--- src/ptg_pkg.sv ---
// ptg_pkg: constants, register indices and types of the pattern test block.
// assumes a 32-bit AHB-Lite slave port; register index = byte address / 4.
package ptg_pkg;

    // printed register offsets, kept as word indices
    localparam logic [7:0] IDX_FRAMER_TEST_SELECT = 8'h0C;
    localparam logic [7:0] IDX_PATTERN_DETECTOR_CONFIG = 8'h70;
    localparam logic [7:0] IDX_PATTERN_STATUS = 8'h71;
    localparam logic [7:0] IDX_PATTERN_LENGTH = 8'h72;
    localparam logic [7:0] IDX_FEEDBACK_TAP = 8'h73;
    localparam logic [7:0] IDX_PATTERN_INSERT_FIRST = 8'h78;
    localparam logic [7:0] IDX_PATTERN_INSERT_LAST = 8'h7B;
    localparam logic [7:0] IDX_PATTERN_RESULT = 8'h7C;
    localparam logic [7:0] IDX_LOOPBACK_CONTROL = 8'h87;
    localparam logic [7:0] IDX_RX_PAYLOAD_ENABLE = 8'hDC;
    localparam logic [7:0] IDX_RX_PAYLOAD_INDIRECT_ADDRESS = 8'hDE;
    localparam logic [7:0] IDX_RX_PAYLOAD_INDIRECT_DATA = 8'hDF;
    localparam logic [7:0] IDX_TX_PAYLOAD_ENABLE = 8'hE0;
    localparam logic [7:0] IDX_TX_PAYLOAD_INDIRECT_ADDRESS = 8'hE2;
    localparam logic [7:0] IDX_TX_PAYLOAD_INDIRECT_DATA = 8'hE3;

    // field positions
    localparam int FRAMER_SEL_LSB = 5;
    localparam int CFG_AUTO_RESYNC_BIT = 1;
    localparam int CFG_REPETITIVE_PATTERN_SELECT_BIT = 4;
    localparam int CFG_TX_PATTERN_INVERT_BIT = 5;
    localparam int CFG_RX_PATTERN_INVERT_BIT = 6;
    localparam int CFG_ERROR_COUNTER_BIT = 7;
    localparam int STAT_BIT_ERROR_FLAG_BIT = 2;
    localparam int STAT_DETECTOR_SYNC_FLAG_BIT = 4;
    localparam int LOOPBACK_DIAG_DIGITAL_BIT = 2;
    localparam int PAYLOAD_ENABLE_BIT = 0;
    localparam int TX_TEST_INSERT_BIT = 3;
    localparam int RX_TEST_EXTRACT_BIT = 7;
    localparam logic [2:0] PAYLOAD_TABLE_SEL = 3'b001;

    // reset values and detector counts
    localparam logic [7:0] REG_RESET = 8'h00;
    localparam logic [2:0] SYNC_GOOD_BYTES = 3'd4;
    localparam logic [2:0] LOSS_BAD_BYTES = 3'd4;
    localparam logic [15:0] ERR_CNT_MAX = 16'hFFFF;

    typedef struct packed {
        logic [2:0] framer;
        logic [4:0] slot;
        logic [7:0] data;
    } ptg_slot_type;

    typedef struct packed {
        logic [31:0] st;
        logic [7:0] data;
        logic [3:0] errs;
    } ptg_step_type;

endpackage

--- src/ptg_top.sv ---
// ptg_top: shared pseudo-random / repetitive pattern generator and detector
// serving one selected framer, with payload control tables and a tx fifo.
// assumes one 20 MHz clock, stream inputs synchronous to it, AHB-Lite master.
//
// Decided for this implementation: the AHB-Lite register port.
`timescale 1ns/10ps

module ptg_fifo #(
    parameter int WIDTH = 16,
    parameter int DEPTH = 4
) (
    input wire logic core_clk,
    input wire logic srst,
    input wire logic in_valid,
    output logic in_ready,
    input wire logic [WIDTH-1:0] in_data,
    output logic out_valid,
    input wire logic out_ready,
    output logic [WIDTH-1:0] out_data
);
    localparam int AW = (DEPTH > 1) ? $clog2(DEPTH) : 1;

    typedef struct packed {
        logic [DEPTH-1:0][WIDTH-1:0] mem;
        logic [AW-1:0] wp;
        logic [AW-1:0] rp;
        logic [AW:0] cnt;
    } ptg_fifo_state_type;

    ptg_fifo_state_type st_reg;
    ptg_fifo_state_type st_next;
    logic push;
    logic pop;

    assign in_ready = (st_reg.cnt != (AW+1)'(DEPTH));
    assign out_valid = (st_reg.cnt != '0);
    assign out_data = st_reg.mem[st_reg.rp];
    assign push = in_valid & in_ready;
    assign pop = out_valid & out_ready;

    always_comb begin
        st_next = st_reg;
        if (push) begin
            st_next.mem[st_reg.wp] = in_data;
            st_next.wp = (st_reg.wp == AW'(DEPTH - 1)) ? '0 : st_reg.wp + 1'b1;
        end
        if (pop) begin
            st_next.rp = (st_reg.rp == AW'(DEPTH - 1)) ? '0 : st_reg.rp + 1'b1;
        end
        st_next.cnt = st_reg.cnt + (AW+1)'(push) - (AW+1)'(pop);
    end

    always_ff @(posedge core_clk) begin
        if (srst) begin
            st_reg <= '0;
        end else begin
            st_reg <= st_next;
        end
    end
endmodule // ptg_fifo

////////////////////////////////////////////////////////////////////////////////

module ptg_top
    import ptg_pkg::*;
#(
    parameter int FIFO_DEPTH = 4
) (
    input wire logic core_clk,
    input wire logic srst,
    input wire logic hsel,
    input wire logic [31:0] haddr,
    input wire logic [1:0] htrans,
    input wire logic hwrite,
    input wire logic [2:0] hsize,
    input wire logic [31:0] hwdata,
    input wire logic hready,
    output logic hreadyout,
    output logic hresp,
    output logic [31:0] hrdata,
    input wire logic tx_in_valid,
    output logic tx_in_ready,
    input wire ptg_slot_type tx_in,
    output logic tx_out_valid,
    input wire logic tx_out_ready,
    output ptg_slot_type tx_out,
    input wire logic rx_in_valid,
    input wire ptg_slot_type rx_in,
    output logic [2:0] test_framer,
    output logic diag_loopback
);
    typedef struct packed {
        logic hready;
        logic [31:0] hrdata;
        logic wr_pend;
        logic [7:0] wr_idx;
        logic [7:0] fsel;
        logic [7:0] cfg;
        logic [7:0] len;
        logic [7:0] tap;
        logic [3:0][7:0] ins;
        logic [7:0] loopb;
        logic [7:0] rx_en;
        logic [7:0] tx_en;
        logic [7:0] tx_iaddr;
        logic [7:0] tx_idata;
        logic [7:0] rx_iaddr;
        logic [7:0] rx_idata;
        logic [31:0][7:0] tx_tbl;
        logic [31:0][7:0] rx_tbl;
        logic gen_run;
        logic [31:0] gen_lfsr;
        logic [31:0] det_lfsr;
        logic sync;
        logic bit_error_flag;
        logic [2:0] good_cnt;
        logic [2:0] bad_cnt;
        logic [15:0] err_cnt;
        logic [7:0] last_rx;
    } ptg_state_type;

    ptg_state_type st_reg;
    ptg_state_type st_next;
    logic [7:0] addr_idx;
    logic addr_phase;
    logic fifo_in_ready;
    ptg_slot_type fifo_in;
    ptg_slot_type fifo_out;
    logic fifo_out_valid;

    // one bit per step: repeat mode rotates, else feeds back two taps.
    // out of sync the detector shifts in what it receives (self-seeding).
    function automatic ptg_step_type ptg_step(
        input logic [31:0] s,
        input logic [7:0] len,
        input logic [7:0] tap,
        input logic rep,
        input logic load,
        input logic [7:0] rx
    );
        ptg_step_type r;
        logic b;
        r.st = s;
        r.data = '0;
        r.errs = '0;
        for (int i = 7; i >= 0; i--) begin
            b = rep ? r.st[len[4:0]] : (r.st[len[4:0]] ^ r.st[tap[4:0]]);
            r.data[i] = b;
            if (rx[i] != b) begin
                r.errs = r.errs + 4'd1;
            end
            r.st = {r.st[30:0], load ? rx[i] : b};
        end
        return r;
    endfunction

    assign addr_idx = haddr[9:2];
    assign addr_phase = hsel & htrans[1] & hready;

    //////////////////////////////////////////////////////////////////////////

    always_comb begin
        ptg_step_type g;
        ptg_step_type d;
        logic [7:0] rd;
        logic [7:0] rxb;
        logic tx_hit;
        logic rx_hit;
        g = '0;
        d = '0;
        rd = '0;
        rxb = '0;
        tx_hit = 1'b0;
        rx_hit = 1'b0;
        st_next = st_reg;
        st_next.hready = 1'b1;

        // register writes land in the data phase
        if (st_reg.wr_pend) begin
            st_next.wr_pend = 1'b0;
            case (st_reg.wr_idx)
                IDX_FRAMER_TEST_SELECT: st_next.fsel = hwdata[7:0];
                IDX_PATTERN_DETECTOR_CONFIG: st_next.cfg = hwdata[7:0];
                IDX_PATTERN_LENGTH: st_next.len = hwdata[7:0];
                IDX_FEEDBACK_TAP: st_next.tap = hwdata[7:0];
                IDX_PATTERN_RESULT: st_next.err_cnt = '0;
                IDX_LOOPBACK_CONTROL: st_next.loopb = hwdata[7:0];
                IDX_RX_PAYLOAD_ENABLE: st_next.rx_en = hwdata[7:0];
                IDX_TX_PAYLOAD_ENABLE: st_next.tx_en = hwdata[7:0];
                IDX_TX_PAYLOAD_INDIRECT_DATA: begin
                    if (st_reg.tx_en[PAYLOAD_ENABLE_BIT]) begin
                        st_next.tx_idata = hwdata[7:0];
                    end
                end
                IDX_TX_PAYLOAD_INDIRECT_ADDRESS: begin
                    if (st_reg.tx_en[PAYLOAD_ENABLE_BIT]) begin
                        st_next.tx_iaddr = hwdata[7:0];
                        if (hwdata[7:5] == PAYLOAD_TABLE_SEL) begin
                            st_next.tx_tbl[hwdata[4:0]] = st_reg.tx_idata;
                        end
                    end
                end
                IDX_RX_PAYLOAD_INDIRECT_DATA: begin
                    if (st_reg.rx_en[PAYLOAD_ENABLE_BIT]) begin
                        st_next.rx_idata = hwdata[7:0];
                    end
                end
                IDX_RX_PAYLOAD_INDIRECT_ADDRESS: begin
                    if (st_reg.rx_en[PAYLOAD_ENABLE_BIT]) begin
                        st_next.rx_iaddr = hwdata[7:0];
                        if (hwdata[7:5] == PAYLOAD_TABLE_SEL) begin
                            st_next.rx_tbl[hwdata[4:0]] = st_reg.rx_idata;
                        end
                    end
                end
                default: begin
                    if (st_reg.wr_idx >= IDX_PATTERN_INSERT_FIRST &&
                        st_reg.wr_idx <= IDX_PATTERN_INSERT_LAST) begin
                        st_next.ins[st_reg.wr_idx[1:0]] = hwdata[7:0];
                    end
                    if (st_reg.wr_idx == IDX_PATTERN_INSERT_LAST) begin
                        // whole seed is taken, the last byte from the bus itself
                        st_next.gen_lfsr = {hwdata[7:0], st_reg.ins[2],
                                            st_reg.ins[1], st_reg.ins[0]};
                        st_next.gen_run = 1'b1;
                    end
                end
            endcase
        end

        // address phase: reads sample state now, answer stands in data phase
        if (addr_phase) begin
            st_next.wr_pend = hwrite;
            st_next.wr_idx = addr_idx;
            if (!hwrite) begin
                case (addr_idx)
                    IDX_FRAMER_TEST_SELECT: rd = st_reg.fsel;
                    IDX_PATTERN_DETECTOR_CONFIG: rd = st_reg.cfg;
                    IDX_PATTERN_STATUS: begin
                        rd[STAT_DETECTOR_SYNC_FLAG_BIT] = st_reg.sync;
                        rd[STAT_BIT_ERROR_FLAG_BIT] = st_reg.bit_error_flag;
                        st_next.bit_error_flag = 1'b0;
                    end
                    IDX_PATTERN_LENGTH: rd = st_reg.len;
                    IDX_FEEDBACK_TAP: rd = st_reg.tap;
                    IDX_PATTERN_RESULT: rd = st_reg.cfg[CFG_ERROR_COUNTER_BIT] ?
                        st_reg.err_cnt[7:0] : st_reg.last_rx;
                    IDX_LOOPBACK_CONTROL: rd = st_reg.loopb;
                    IDX_RX_PAYLOAD_ENABLE: rd = st_reg.rx_en;
                    IDX_RX_PAYLOAD_INDIRECT_ADDRESS: rd = st_reg.rx_iaddr;
                    IDX_RX_PAYLOAD_INDIRECT_DATA: rd = st_reg.rx_idata;
                    IDX_TX_PAYLOAD_ENABLE: rd = st_reg.tx_en;
                    IDX_TX_PAYLOAD_INDIRECT_ADDRESS: rd = st_reg.tx_iaddr;
                    IDX_TX_PAYLOAD_INDIRECT_DATA: rd = st_reg.tx_idata;
                    default: begin
                        if (addr_idx >= IDX_PATTERN_INSERT_FIRST &&
                            addr_idx <= IDX_PATTERN_INSERT_LAST) begin
                            rd = st_reg.ins[addr_idx[1:0]];
                        end
                    end
                endcase
                st_next.hrdata = {24'h00_0000, rd};
                if (addr_idx == IDX_PATTERN_RESULT &&
                    st_reg.cfg[CFG_ERROR_COUNTER_BIT]) begin
                    st_next.hrdata = {16'h0000, st_reg.err_cnt};
                end
            end
        end

        // transmit: replace test slots of the selected framer only
        tx_hit = st_reg.gen_run && st_reg.tx_en[PAYLOAD_ENABLE_BIT] &&
                 tx_in.framer == st_reg.fsel[FRAMER_SEL_LSB +: 3] &&
                 st_reg.tx_tbl[tx_in.slot][TX_TEST_INSERT_BIT];
        g = ptg_step(st_reg.gen_lfsr, st_reg.len, st_reg.tap,
                     st_reg.cfg[CFG_REPETITIVE_PATTERN_SELECT_BIT], 1'b0, 8'h00);
        fifo_in = tx_in;
        if (tx_hit) begin
            fifo_in.data = g.data ^ {8{st_reg.cfg[CFG_TX_PATTERN_INVERT_BIT]}};
        end
        if (tx_hit && tx_in_valid && fifo_in_ready) begin
            st_next.gen_lfsr = g.st;
        end

        // receive: check test slots of the selected framer only
        rx_hit = rx_in_valid && st_reg.rx_en[PAYLOAD_ENABLE_BIT] &&
                 rx_in.framer == st_reg.fsel[FRAMER_SEL_LSB +: 3] &&
                 st_reg.rx_tbl[rx_in.slot][RX_TEST_EXTRACT_BIT];
        rxb = rx_in.data ^ {8{st_reg.cfg[CFG_RX_PATTERN_INVERT_BIT]}};
        d = ptg_step(st_reg.det_lfsr, st_reg.len, st_reg.tap,
                     st_reg.cfg[CFG_REPETITIVE_PATTERN_SELECT_BIT], ~st_reg.sync, rxb);
        if (rx_hit) begin
            st_next.det_lfsr = d.st;
            st_next.last_rx = rx_in.data;
            if (!st_reg.sync) begin
                if (d.errs != 4'd0) begin
                    st_next.good_cnt = '0;
                end else if (st_reg.good_cnt == SYNC_GOOD_BYTES - 3'd1) begin
                    st_next.sync = 1'b1;
                    st_next.good_cnt = '0;
                    st_next.bad_cnt = '0;
                end else begin
                    st_next.good_cnt = st_reg.good_cnt + 3'd1;
                end
            end else if (d.errs != 4'd0) begin
                // sticky error flag; an error beats the read that clears it
                st_next.bit_error_flag = 1'b1;
                if (st_next.err_cnt > ERR_CNT_MAX - 16'(d.errs)) begin
                    st_next.err_cnt = ERR_CNT_MAX;
                end else begin
                    st_next.err_cnt = st_next.err_cnt + 16'(d.errs);
                end
                if (st_reg.bad_cnt == LOSS_BAD_BYTES - 3'd1) begin
                    // without auto resync the detector holds its lock
                    if (st_reg.cfg[CFG_AUTO_RESYNC_BIT]) begin
                        st_next.sync = 1'b0;
                        st_next.good_cnt = '0;
                    end
                    st_next.bad_cnt = '0;
                end else begin
                    st_next.bad_cnt = st_reg.bad_cnt + 3'd1;
                end
            end else begin
                st_next.bad_cnt = '0;
            end
        end
    end

    always_ff @(posedge core_clk) begin
        if (srst) begin
            st_reg <= '0;
            st_reg.fsel <= REG_RESET;
            st_reg.cfg <= REG_RESET;
            st_reg.loopb <= REG_RESET;
        end else begin
            st_reg <= st_next;
        end
    end

    //////////////////////////////////////////////////////////////////////////

    // fifo absorbs line-side stalls; its ready throttles the framer source
    ptg_fifo #(
        .WIDTH($bits(ptg_slot_type)),
        .DEPTH(FIFO_DEPTH)
    ) u_tx_fifo (
        .core_clk(core_clk),
        .srst(srst),
        .in_valid(tx_in_valid),
        .in_ready(fifo_in_ready),
        .in_data(fifo_in),
        .out_valid(fifo_out_valid),
        .out_ready(tx_out_ready),
        .out_data(fifo_out)
    );

    assign tx_in_ready = fifo_in_ready;
    assign tx_out_valid = fifo_out_valid;
    assign tx_out = fifo_out;
    assign hreadyout = st_reg.hready;
    assign hresp = 1'b0;
    assign hrdata = st_reg.hrdata;
    assign test_framer = st_reg.fsel[FRAMER_SEL_LSB +: 3];
    assign diag_loopback = st_reg.loopb[LOOPBACK_DIAG_DIGITAL_BIT];

endmodule // ptg_top

--- config.mk ---
export PLATFORM = sky130hd
export DESIGN_NAME = ptg_top
export DESIGN_NICKNAME = d
export VERILOG_FILES = /design/src/ptg_pkg.sv /design/src/ptg_top.sv
export SDC_FILE = /design/constraint.sdc
export NUM_CORES = 1
export LEC_CHECK = 0
export BUFFER_PORTS_ARGS = -buffer_cell sky130_fd_sc_hd__buf_2
export CAP_MARGIN = 20
export CORE_MARGIN = 4
export CORE_UTILIZATION = 34
export CTS_BUF_LIST = sky130_fd_sc_hd__clkbuf_16
export DETAILED_ROUTE_END_ITERATION = 12
export GPL_ROUTABILITY_DRIVEN = 0
export PLACE_DENSITY = 0.48
export SLEW_MARGIN = 20
export SYNTH_ARGS = -nofsm -noshare
export SYNTH_HDL_FRONTEND = slang
export SYNTH_SLANG_ARGS = --single-unit
--- constraint.sdc ---
create_clock -name core_clk -period 21.3 [get_ports core_clk]
set_input_delay 5.325 -clock core_clk [delete_from_list [all_inputs] [get_ports core_clk]]
set_output_delay 5.325 -clock core_clk [all_outputs]
set_load 0.005 [all_outputs]
Word level (Yosys, flattened, before mapping)
Index checks and enable logic that the tools add are counted.

storage, ports and cells
  bits in latches = 0
  word-level logic and storage cells = 423
  output and inout port bits = 56
  memories = 0
  register bits = 842
  input port bits = 109
  memory bits (writable) = 0
  memory bits (read-only) = 0

cells by class
  equal/unequal tests = 47
  multiplexer cells = 180
  bitwise operators = 25
  reductions and logical operators = 40
  order comparisons = 17
  divide/modulo/power cells = 0
  shift operators = 0
  multipliers = 0
  $add $sub $neg = 15

operator list
  cell                                                 count
  2-to-1 mux 256 bit                                   6
  2-to-1 mux 771 bit                                   1
  2-to-1 mux 665 bit                                   1
  bitwise mux 256 bit                                  2
  2-to-1 mux 8 bit                                     22
  binary-select mux 1 bit (select 5 bit)               32
  2-to-1 mux 16 bit                                    8
  2-to-1 mux 32 bit                                    4
  equality test 8 bit, second input constant           14
  binary-select mux 8 bit (select 5 bit)               2
  equality test 8 x 7 -> 1 bit, second input constant  10
  2-to-1 mux 1 bit                                     66
  2-to-1 mux 33 bit                                    2
  bitwise mux 64 bit                                   1
  2-to-1 mux 64 bit                                    1
  2-to-1 mux 41 bit                                    1
  demux 8 bit (select 5 bit)                           1
  case mux 1 bit (13 select lines)                     3
  case mux 3 bit (13 select lines)                     1
  binary-select mux 16 bit (select 2 bit)              1
  bitwise mux 32 bit                                   1
  demux 16 bit (select 2 bit)                          1
  2-to-1 mux 4 bit                                     8
  < comparator 5 x 6 -> 1 bit, second input constant   5
  other kinds (42)                                     130

Longest topological paths before layout
Gate-level depths: netlist of run 1.

  word-level depth = 48
  mapped depth = 40
  depth with buffers taken out = 34

Cells and area by module
Synthesis of run 1 repeated with hierarchy kept, for this count alone.

second synthesis, totals
  cell total of the unflattened synthesis = 2919
  area, all modules = 25144.1 um2

by module, submodules not included
  module    times used  area each (um2)  cells each
  ptg_top   1           21790.9          2628
  ptg_fifo  1           3353.2           291

Worst setup path before layout of run 1
Ideal clock, no wire load.

  path type = input-to-reg
  from = input port rx_in[6] in the netlist's numbering
  to = register st_reg[18] in the netlist's numbering
  data required time = 21.169 ns
  cell stages on the path = 30
  data arrival time = 12.121 ns
  path slack = 9.048 ns
  setup time = 0.131 ns
  path buffers = 1
  path through = xnor2_1 > and2_1 > o21a_1 > o21ai_0 > a31oi_1 > o31ai_1 > a21oi_2 > xnor2_2 > o311a_4 > xor2_2 > a31oi_4 > xnor2_2 > o21a_1 > or3b_1 > buf_2 > xnor2_2 > mux2_2 > ha_1 > mux2_2 > ha_1 > mux2_2 > inv_1 > fa_1 > nor2b_1 > nand3b_1 > a211o_1 > and3_1 > or4b_1 > xor2_1 > o22ai_1

between the ends
  cells in the longest elaborated chain, start to end = 39
  elaborated cells between the ends (all ways) = 71

RTL lines
  what                                    RTL line        text
  start, declared                         ptg_top.sv:88   input wire ptg_slot_type rx_in,
  XOR 8 bit *                             ptg_top.sv:288  rxb = rx_in.data ^ {8{st_reg.cfg[CFG_RX_PATTERN_INVERT_BIT]}};
  2-to-1 mux 1 bit                        ptg_top.sv:152  r.st = {r.st[30:0], load ? rx[i] : b};
  binary-select mux 1 bit (select 5 bit)  ptg_top.sv:147  b = rep ? r.st[len[4:0]] : (r.st[len[4:0]] ^ r.st[tap[4:0]]);
  2-to-1 mux 1 bit (implied by the code)  ptg_top.sv:147
  XOR 1 bit                               ptg_top.sv:147
  2-to-1 mux 1 bit                        ptg_top.sv:147
  2-to-1 mux 1 bit                        ptg_top.sv:152
  binary-select mux 1 bit (select 5 bit)  ptg_top.sv:147
  (+23 left out)                          --
  != test 1 bit                           ptg_top.sv:149  if (rx[i] != b) begin
  2-to-1 mux 4 bit *                      ptg_top.sv:149
  subtractor 1 x 5 -> 6 bit               ptg_top.sv:307  if (st_next.err_cnt > ERR_CNT_MAX - 16'(d.errs)) begin
  > comparator 16 bit                     ptg_top.sv:307
  2-to-1 mux 16 bit                       ptg_top.sv:307
  2-to-1 mux 16 bit *                     ptg_top.sv:304  end else if (d.errs != 4'd0) begin
  2-to-1 mux 16 bit *                     ptg_top.sv:294  if (!st_reg.sync) begin
  2-to-1 mux 64 bit *                     ptg_top.sv:291  if (rx_hit) begin
  end signal, assigned                    ptg_top.sv:335  st_reg <= st_next;
  end, declared                           ptg_top.sv:122  ptg_state_type st_reg;

Mark *: on every way between the ends. The rest lies on a longest branch, timed or not. The select of a mux whose other input is x is not followed.
A chain may end at the register's enable or synchronous reset.

Worst setup path in the final report of run 1
Ends and elaborated chain as after synthesis.

==> flow_metrics.py, run 1 <==
metrics = {
    "setup_path": {
        "critPathCaptureType": "register",
        "path_class": "in2reg",
        "cp_max_fo": 11,
        "crit_family": "compound AO/OA/AOI/OAI gates",
        "critPathSlowestCell": "a31oi_1",
        "cp_slowest_stage_delay_ps": 790,
        "worstPathRequired_ps": 21780,
        "arrival_ps": 13940,
        "worst_setup_path_start_kind": "primary input",
        "cp.buffers_inverters": 1,
    },
    "power": {
        "seqPwrFrac_pct": 40.8,
        "internal_power_w": 0.001269,
        "powerDensity_nw_per_um2": 66.89,
        "p_clk_share_pct": 40.9,
        "peakVddDrop_mv": 0.04854,
        "switching_power_w": 0.0005265,
        "combPwrFrac_pct": 18.3,
        "sw_frac_of_total_pct": 29.33,
        "leakage_nw": 9.657,
    },
    "clock_network": {
        "holdBufCountCts": 0,
        "clk_pin_slew_worst_paths_ps": 60,
        "insertion_delay_ps": 600,
        "cts-resized-gates": 0,
        "cts_buffer_depth": 3,
        "htreeDepth": 2,
        "cts_tree": "done",
        "postCtsSetupBuffers": 0,
        "cts.sinks": 378,
        "clockRootBuffer": "clkbuf_16",
        "cts_buffers": 44,
    },
    "detailed_routing": {
        "wl_mm": 85.70,
        "routed_via_density": 5.871,
        "first_pass_iters": 6,
        "route.vias.total": 22330,
        "drt_iter0_drc": 2081,
        "drt-wirelength-per-cell_um": 22.53,
        "drc": 0,
        "drtAntennaViolNets": 0,
    },
    "timing": {
        "fin_crit_sh_pct": 63.17,
        "drv_slew": 0,
        "tightest_slew_ps": 1115,
        "grt_setup_unrepaired": "no",
        "hold_viol_final": 0,
        "fmax_mhz": 74.32,
        "max_slew_margin_pct": 25.07,
        "hold_slack_ps": 449.9,
        "layout_min_cycle_time_ps": 13460,
        "finalSetupTns_ps": 0,
        "setup_violations": 0,
        "worst_slack_ps": 7845,
        "clock_skew_ps": 37.71,
    },
    "floorplanning": {
        "start_util_pct": 34.47,
        "ios": 165,
        "die_area_um2": 77110,
        "rows": 98,
        "die_w_um": 277.7,
        "die_h_um": 277.7,
        "core_area_um2": 71730,
    },
    "global_route": {
        "grt_usage_pct": 21.36,
        "grt_pass1_wl_mm": 132.3,
        "grt_antenna_before_repair": 3,
        "grt_max_degree": 95,
        "grt_pass1_vias": 21380,
        "grt_overflow": 0,
    },
    "logic_synthesis": {
        "avgSynthCellArea_um2": 8.457,
        "ys_warn_count": 0,
        "synth_edf_count": 0,
        "seq_area_frac_synth_pct": 30.60,
        "synth_area_leaders": "dfxtp_1 (31%), mux4_2 (13%), mux2i_1 (8.1%)",
        "synth-compound-area-share_pct": 18.10,
        "synthSimpleGateAreaFrac_pct": 18.53,
        "synth_top_area_share_pct": 30.60,
        "synthMuxAreaShare_pct": 22.81,
        "ys_types": 102,
        "synth_flop_cell": "dfxtp_1",
        "synth-seq-cells": 378,
        "synth_xor_area_share_pct": 2.570,
        "synth_adder_area_share_pct": 1.275,
        "synthArstFlopShare_pct": 0,
        "synth_top_family_by_area": "multiplexers",
        "syn_inst": 2924,
        "yosysTopAreaCell": "dfxtp_1",
        "synth_area_um2": 24730,
        "yosysMostFrequentCell": "nand2_1",
        "ys_top_cells_by_count": "nand2_1 (442), dfxtp_1 (378), nor2_1 (330), a21oi_1 (270), mux2i_1 (201)",
    },
    "finish": {
        "drive_above_1_share_pct": 14.91,
        "layout.nets": 2954,
        "final_cell_area_um2": 26830,
        "largest_reg_flops": 286,
        "synthToLayoutAreaGrowth_pct": 8.516,
        "layout.cells.non_filler": 3803,
    },
    "place": {
        "dp_slack_ps": 7542,
        "placed_cell_area_um2": 25460,
        "dp_hpwl_mm": 59.33,
        "placed_cells": 3725,
        "io_buffers": 95,
    },
    "hold_path": {
        "hold_path.class": "reg2reg",
    },
    "flow_run": {
        "drv_cap": 0,
    },
    "outcome": {
        "status": "finished clean",
    },
}
-- layout by cell type, fill, tap and decap left out, types with 24 or more instances in the layout --
| cell type | instances |
|---|---|
| xnor2_1 | 33 |
| nand3_1 | 65 |
| mux4_2 | 142 |
| a211oi_1 | 66 |
| and3_1 | 25 |
| a21oi_1 | 270 |
| o21ai_0 | 71 |
| clkbuf_16 | 45 |
| a311oi_1 | 40 |
| nand2_1 | 441 |
| nor3_1 | 66 |
| mux2i_1 | 201 |
| dfxtp_1 | 371 |
| a22oi_1 | 24 |
| buf_4 | 36 |
| xor2_1 | 24 |
| nor2_1 | 330 |
| mux2_2 | 36 |
| inv_1 | 50 |
| buf_2 | 95 |
-- worst paths after layout --
path               start    endpoint  slack [ps]  depth (start not counted)
max             rx_in[6]  st_reg[18]        7840                         29
min           st_reg[26]  st_reg[26]         450                          1
max reg2reg  st_reg[698]  st_reg[18]       10290                         30
min reg2reg   st_reg[26]  st_reg[26]         450                          1
-- cell families (layout without fill, tap and decap cells) --
logic type | Yosys count | count (layout)
simple gates | 1056 | 1056
compound gates | 674 | 674
mux | 381 | 381
flops | 378 | 378
buf+inv | 345 | 256
xor+xnor | 65 | 65
fa+ha+maj | 24 | 24
other cells | 1 | 19
-- per-stage QoR --
step                power [W]  utilization (%)
floorplan           0.0009894                -
global placement     0.001062            35.47
detailed placement   0.001075            35.49
CTS                  0.001818            37.40
global route         0.001880            37.41
finish               0.001795            37.41
-- layer usage --
metal	share of wire [%]	up-vias	global-route usage (%)	wire length, um
met3	5.9	134	2.558	5016
met4	2.7	0	5.875	2277
li1	-	10370	-	-
met1	45	11040	29.88	38290
met5	0	-	0	0
met2	47	782	34.94	40120
-- power by group through the flow --
stage	clock [W]	sequential [W]	combinational, W
global placement	0	0.000747	0.000315
CTS	0.000756	0.000732	0.000330
global route	0.000780	0.000734	0.000367
detailed placement	0	0.000748	0.000327
finish	0.000733	0.000733	0.000329
floorplan	0	0.000743	0.000246
-- final cells by class --
cell class                 count  area, um2
antenna                        2      5.005
multi-input combinational   2217      15750
timing repair buffer         132      760.7
fill                        7314      44900
inverter                      48      180.2
sequential                   378       7586
clock buffer                  45       1126
clock inverter                31      242.7
tap                          950       1189
Note: power is estimated with default switching activity, not from simulation.
==> inputs of run 2 (changes only) <==
clock period = 12.6 ns   (was 21.3 ns; I/O delays follow)
==> run 2 against run 1 <==
Effect of this change:
- die area did not move
- clock-buffer cell count fell by 2
- combinational power rose by 68%
- clock power rose by 66%
- largest power group unchanged
- highest routed layer unchanged
==> flow_metrics.py, run 2 (synthesized netlist as in run 1, its figures left out) <==
metrics = {
    "setup_path": {
        "crit_start": "rx_in[6]",
        "r2r_start": "st_reg[705]",
        "worstPathRequired_ps": 13100,
        "path_class": "in2reg",
        "cp_slowest_stage_delay_ps": 610,
        "worst_setup_path_start_kind": "primary input",
        "critPathCaptureType": "register",
        "endpoint": "st_reg[19]",
        "cp.buffers_inverters": 1,
        "worstSetupPathDepth": 31,
        "critPathSlowestCell": "nor3_1",
        "cp_max_fo": 9,
        "rr_worst_depth": 32,
        "crit_family": "simple AND/OR/NAND/NOR gates",
        "reg2reg_to": "st_reg[19]",
        "r2r_setup_slack_ps": 1900,
        "arrival_ps": 11560,
    },
    "power": {
        "powerDensity_nw_per_um2": 112.4,
        "peakVddDrop_mv": 0.08151,
        "leakage_nw": 9.634,
    },
    "timing": {
        "fmax_mhz": 90.36,
        "finalSetupTns_ps": 0,
        "max_slew_margin_pct": 23.85,
        "clock_skew_ps": 16.46,
        "drv_slew": 0,
        "hold_viol_final": 0,
        "setup_violations": 0,
        "hold_slack_ps": 449.4,
        "grt_setup_unrepaired": "no",
        "layout_min_cycle_time_ps": 11070,
        "tightest_slew_ps": 1134,
        "fin_crit_sh_pct": 87.84,
    },
    "finish": {
        "final_common_cell": "nand2_1",
        "layout.cells.non_filler": 3796,
        "most-common-layout-cells": "nand2_1 (441), dfxtp_1 (371), nor2_1 (330)",
        "layout.nets": 2950,
        "fin_util_pct": 37.33,
        "synthToLayoutAreaGrowth_pct": 8.288,
        "largest_reg_flops": 286,
        "drive_above_1_share_pct": 14.94,
        "final_cell_area_um2": 26780,
    },
    "detailed_routing": {
        "wl_mm": 86.01,
        "dr_wl_met3_mm": 5.120,
        "route.vias.total": 22360,
        "drc": 0,
        "met2WireLength_mm": 40.44,
        "first_pass_iters": 6,
        "routed_via_density": 5.891,
        "drt-wirelength-per-cell_um": 22.66,
        "drtAntennaViolNets": 0,
        "top_layer": "met4",
        "drt-met1-wl_mm": 38.23,
        "drt_iter0_drc": 2244,
    },
    "clock_network": {
        "htreeDepth": 2,
        "clk_pin_slew_worst_paths_ps": 60,
        "cts_buffer_depth": 3,
        "clockRootBuffer": "clkbuf_16",
        "cts_buffers": 43,
        "holdBufCountCts": 0,
        "cts-resized-gates": 0,
        "insertion_delay_ps": 580,
        "postCtsSetupBuffers": 0,
        "cts.sinks": 378,
        "cts_tree": "done",
    },
    "floorplanning": {
        "die_area_um2": 77110,
        "die_w_um": 277.7,
        "start_util_pct": 34.47,
        "core_area_um2": 71730,
        "ios": 165,
        "die_h_um": 277.7,
        "rows": 98,
    },
    "hold_path": {
        "hold_path.class": "reg2reg",
    },
    "place": {
        "io_buffers": 95,
        "placed_cell_area_um2": 25430,
        "placed_cells": 3721,
        "dp_hpwl_mm": 59.13,
    },
    "outcome": {
        "status": "finished clean",
    },
    "flow_run": {
        "drv_cap": 0,
    },
    "global_route": {
        "grt_overflow": 0,
        "grt_pass1_wl_mm": 132.6,
        "grt_usage_pct": 21.39,
        "grt_max_degree": 114,
        "grt_antenna_before_repair": 2,
        "grt_pass1_vias": 21340,
    },
}
[run 2: through the flow]
stage	total power [W]	setup slack, ps
floorplan	0.001673	2523
global placement	0.001797	1145
detailed placement	0.001815	1042
CTS	0.003040	1608
global route	0.003150	860.6
finish	0.003009	1533
[run 2: worst min path at each step]
stage | start | slack, ps | end | cells past startpoint
detailed placement | st_reg[26] | 440 | st_reg[26] | 1
CTS | u_tx_fifo.st_reg[53] | 450 | u_tx_fifo.st_reg[53] | 2
global route | u_tx_fifo.st_reg[40] | 470 | u_tx_fifo.st_reg[40] | 2
finish | u_tx_fifo.st_reg[55] | 450 | u_tx_fifo.st_reg[55] | 2
floorplan | u_tx_fifo.st_reg[55] | 410 | u_tx_fifo.st_reg[55] | 2
global placement | u_tx_fifo.st_reg[55] | 430 | u_tx_fifo.st_reg[55] | 2
[run 2: worst min-delay path: stages (launching register included)]
cell	delay, ps
dfxtp_1	310
nand2_1	50
nand2_1	40
[run 2: metal layers]
metal,track usage [%],up-vias
met2,34.73,821
met5,0,-
met1,29.96,11060
li1,-,10350
met4,5.901,0
met3,2.836,136
[run 2: layout make-up]
class	count	area (um2)
Inverter	48	180.2
Fill cell	7286	44950
Sequential cell	378	7586
Clock inverter	29	244.0
Multi-Input combinational cell	2217	15750
Clock buffer	43	1076
Timing Repair Buffer	129	753.2
Antenna cell	2	5.005
Tap cell	950	1189
[run 2: report_power, final]
part           internal [W]  switching [W]  total, W
Combinational      0.000216       0.000337  0.000553
Sequential          0.00122      0.0000186   0.00124
Clock              0.000685       0.000534   0.00122
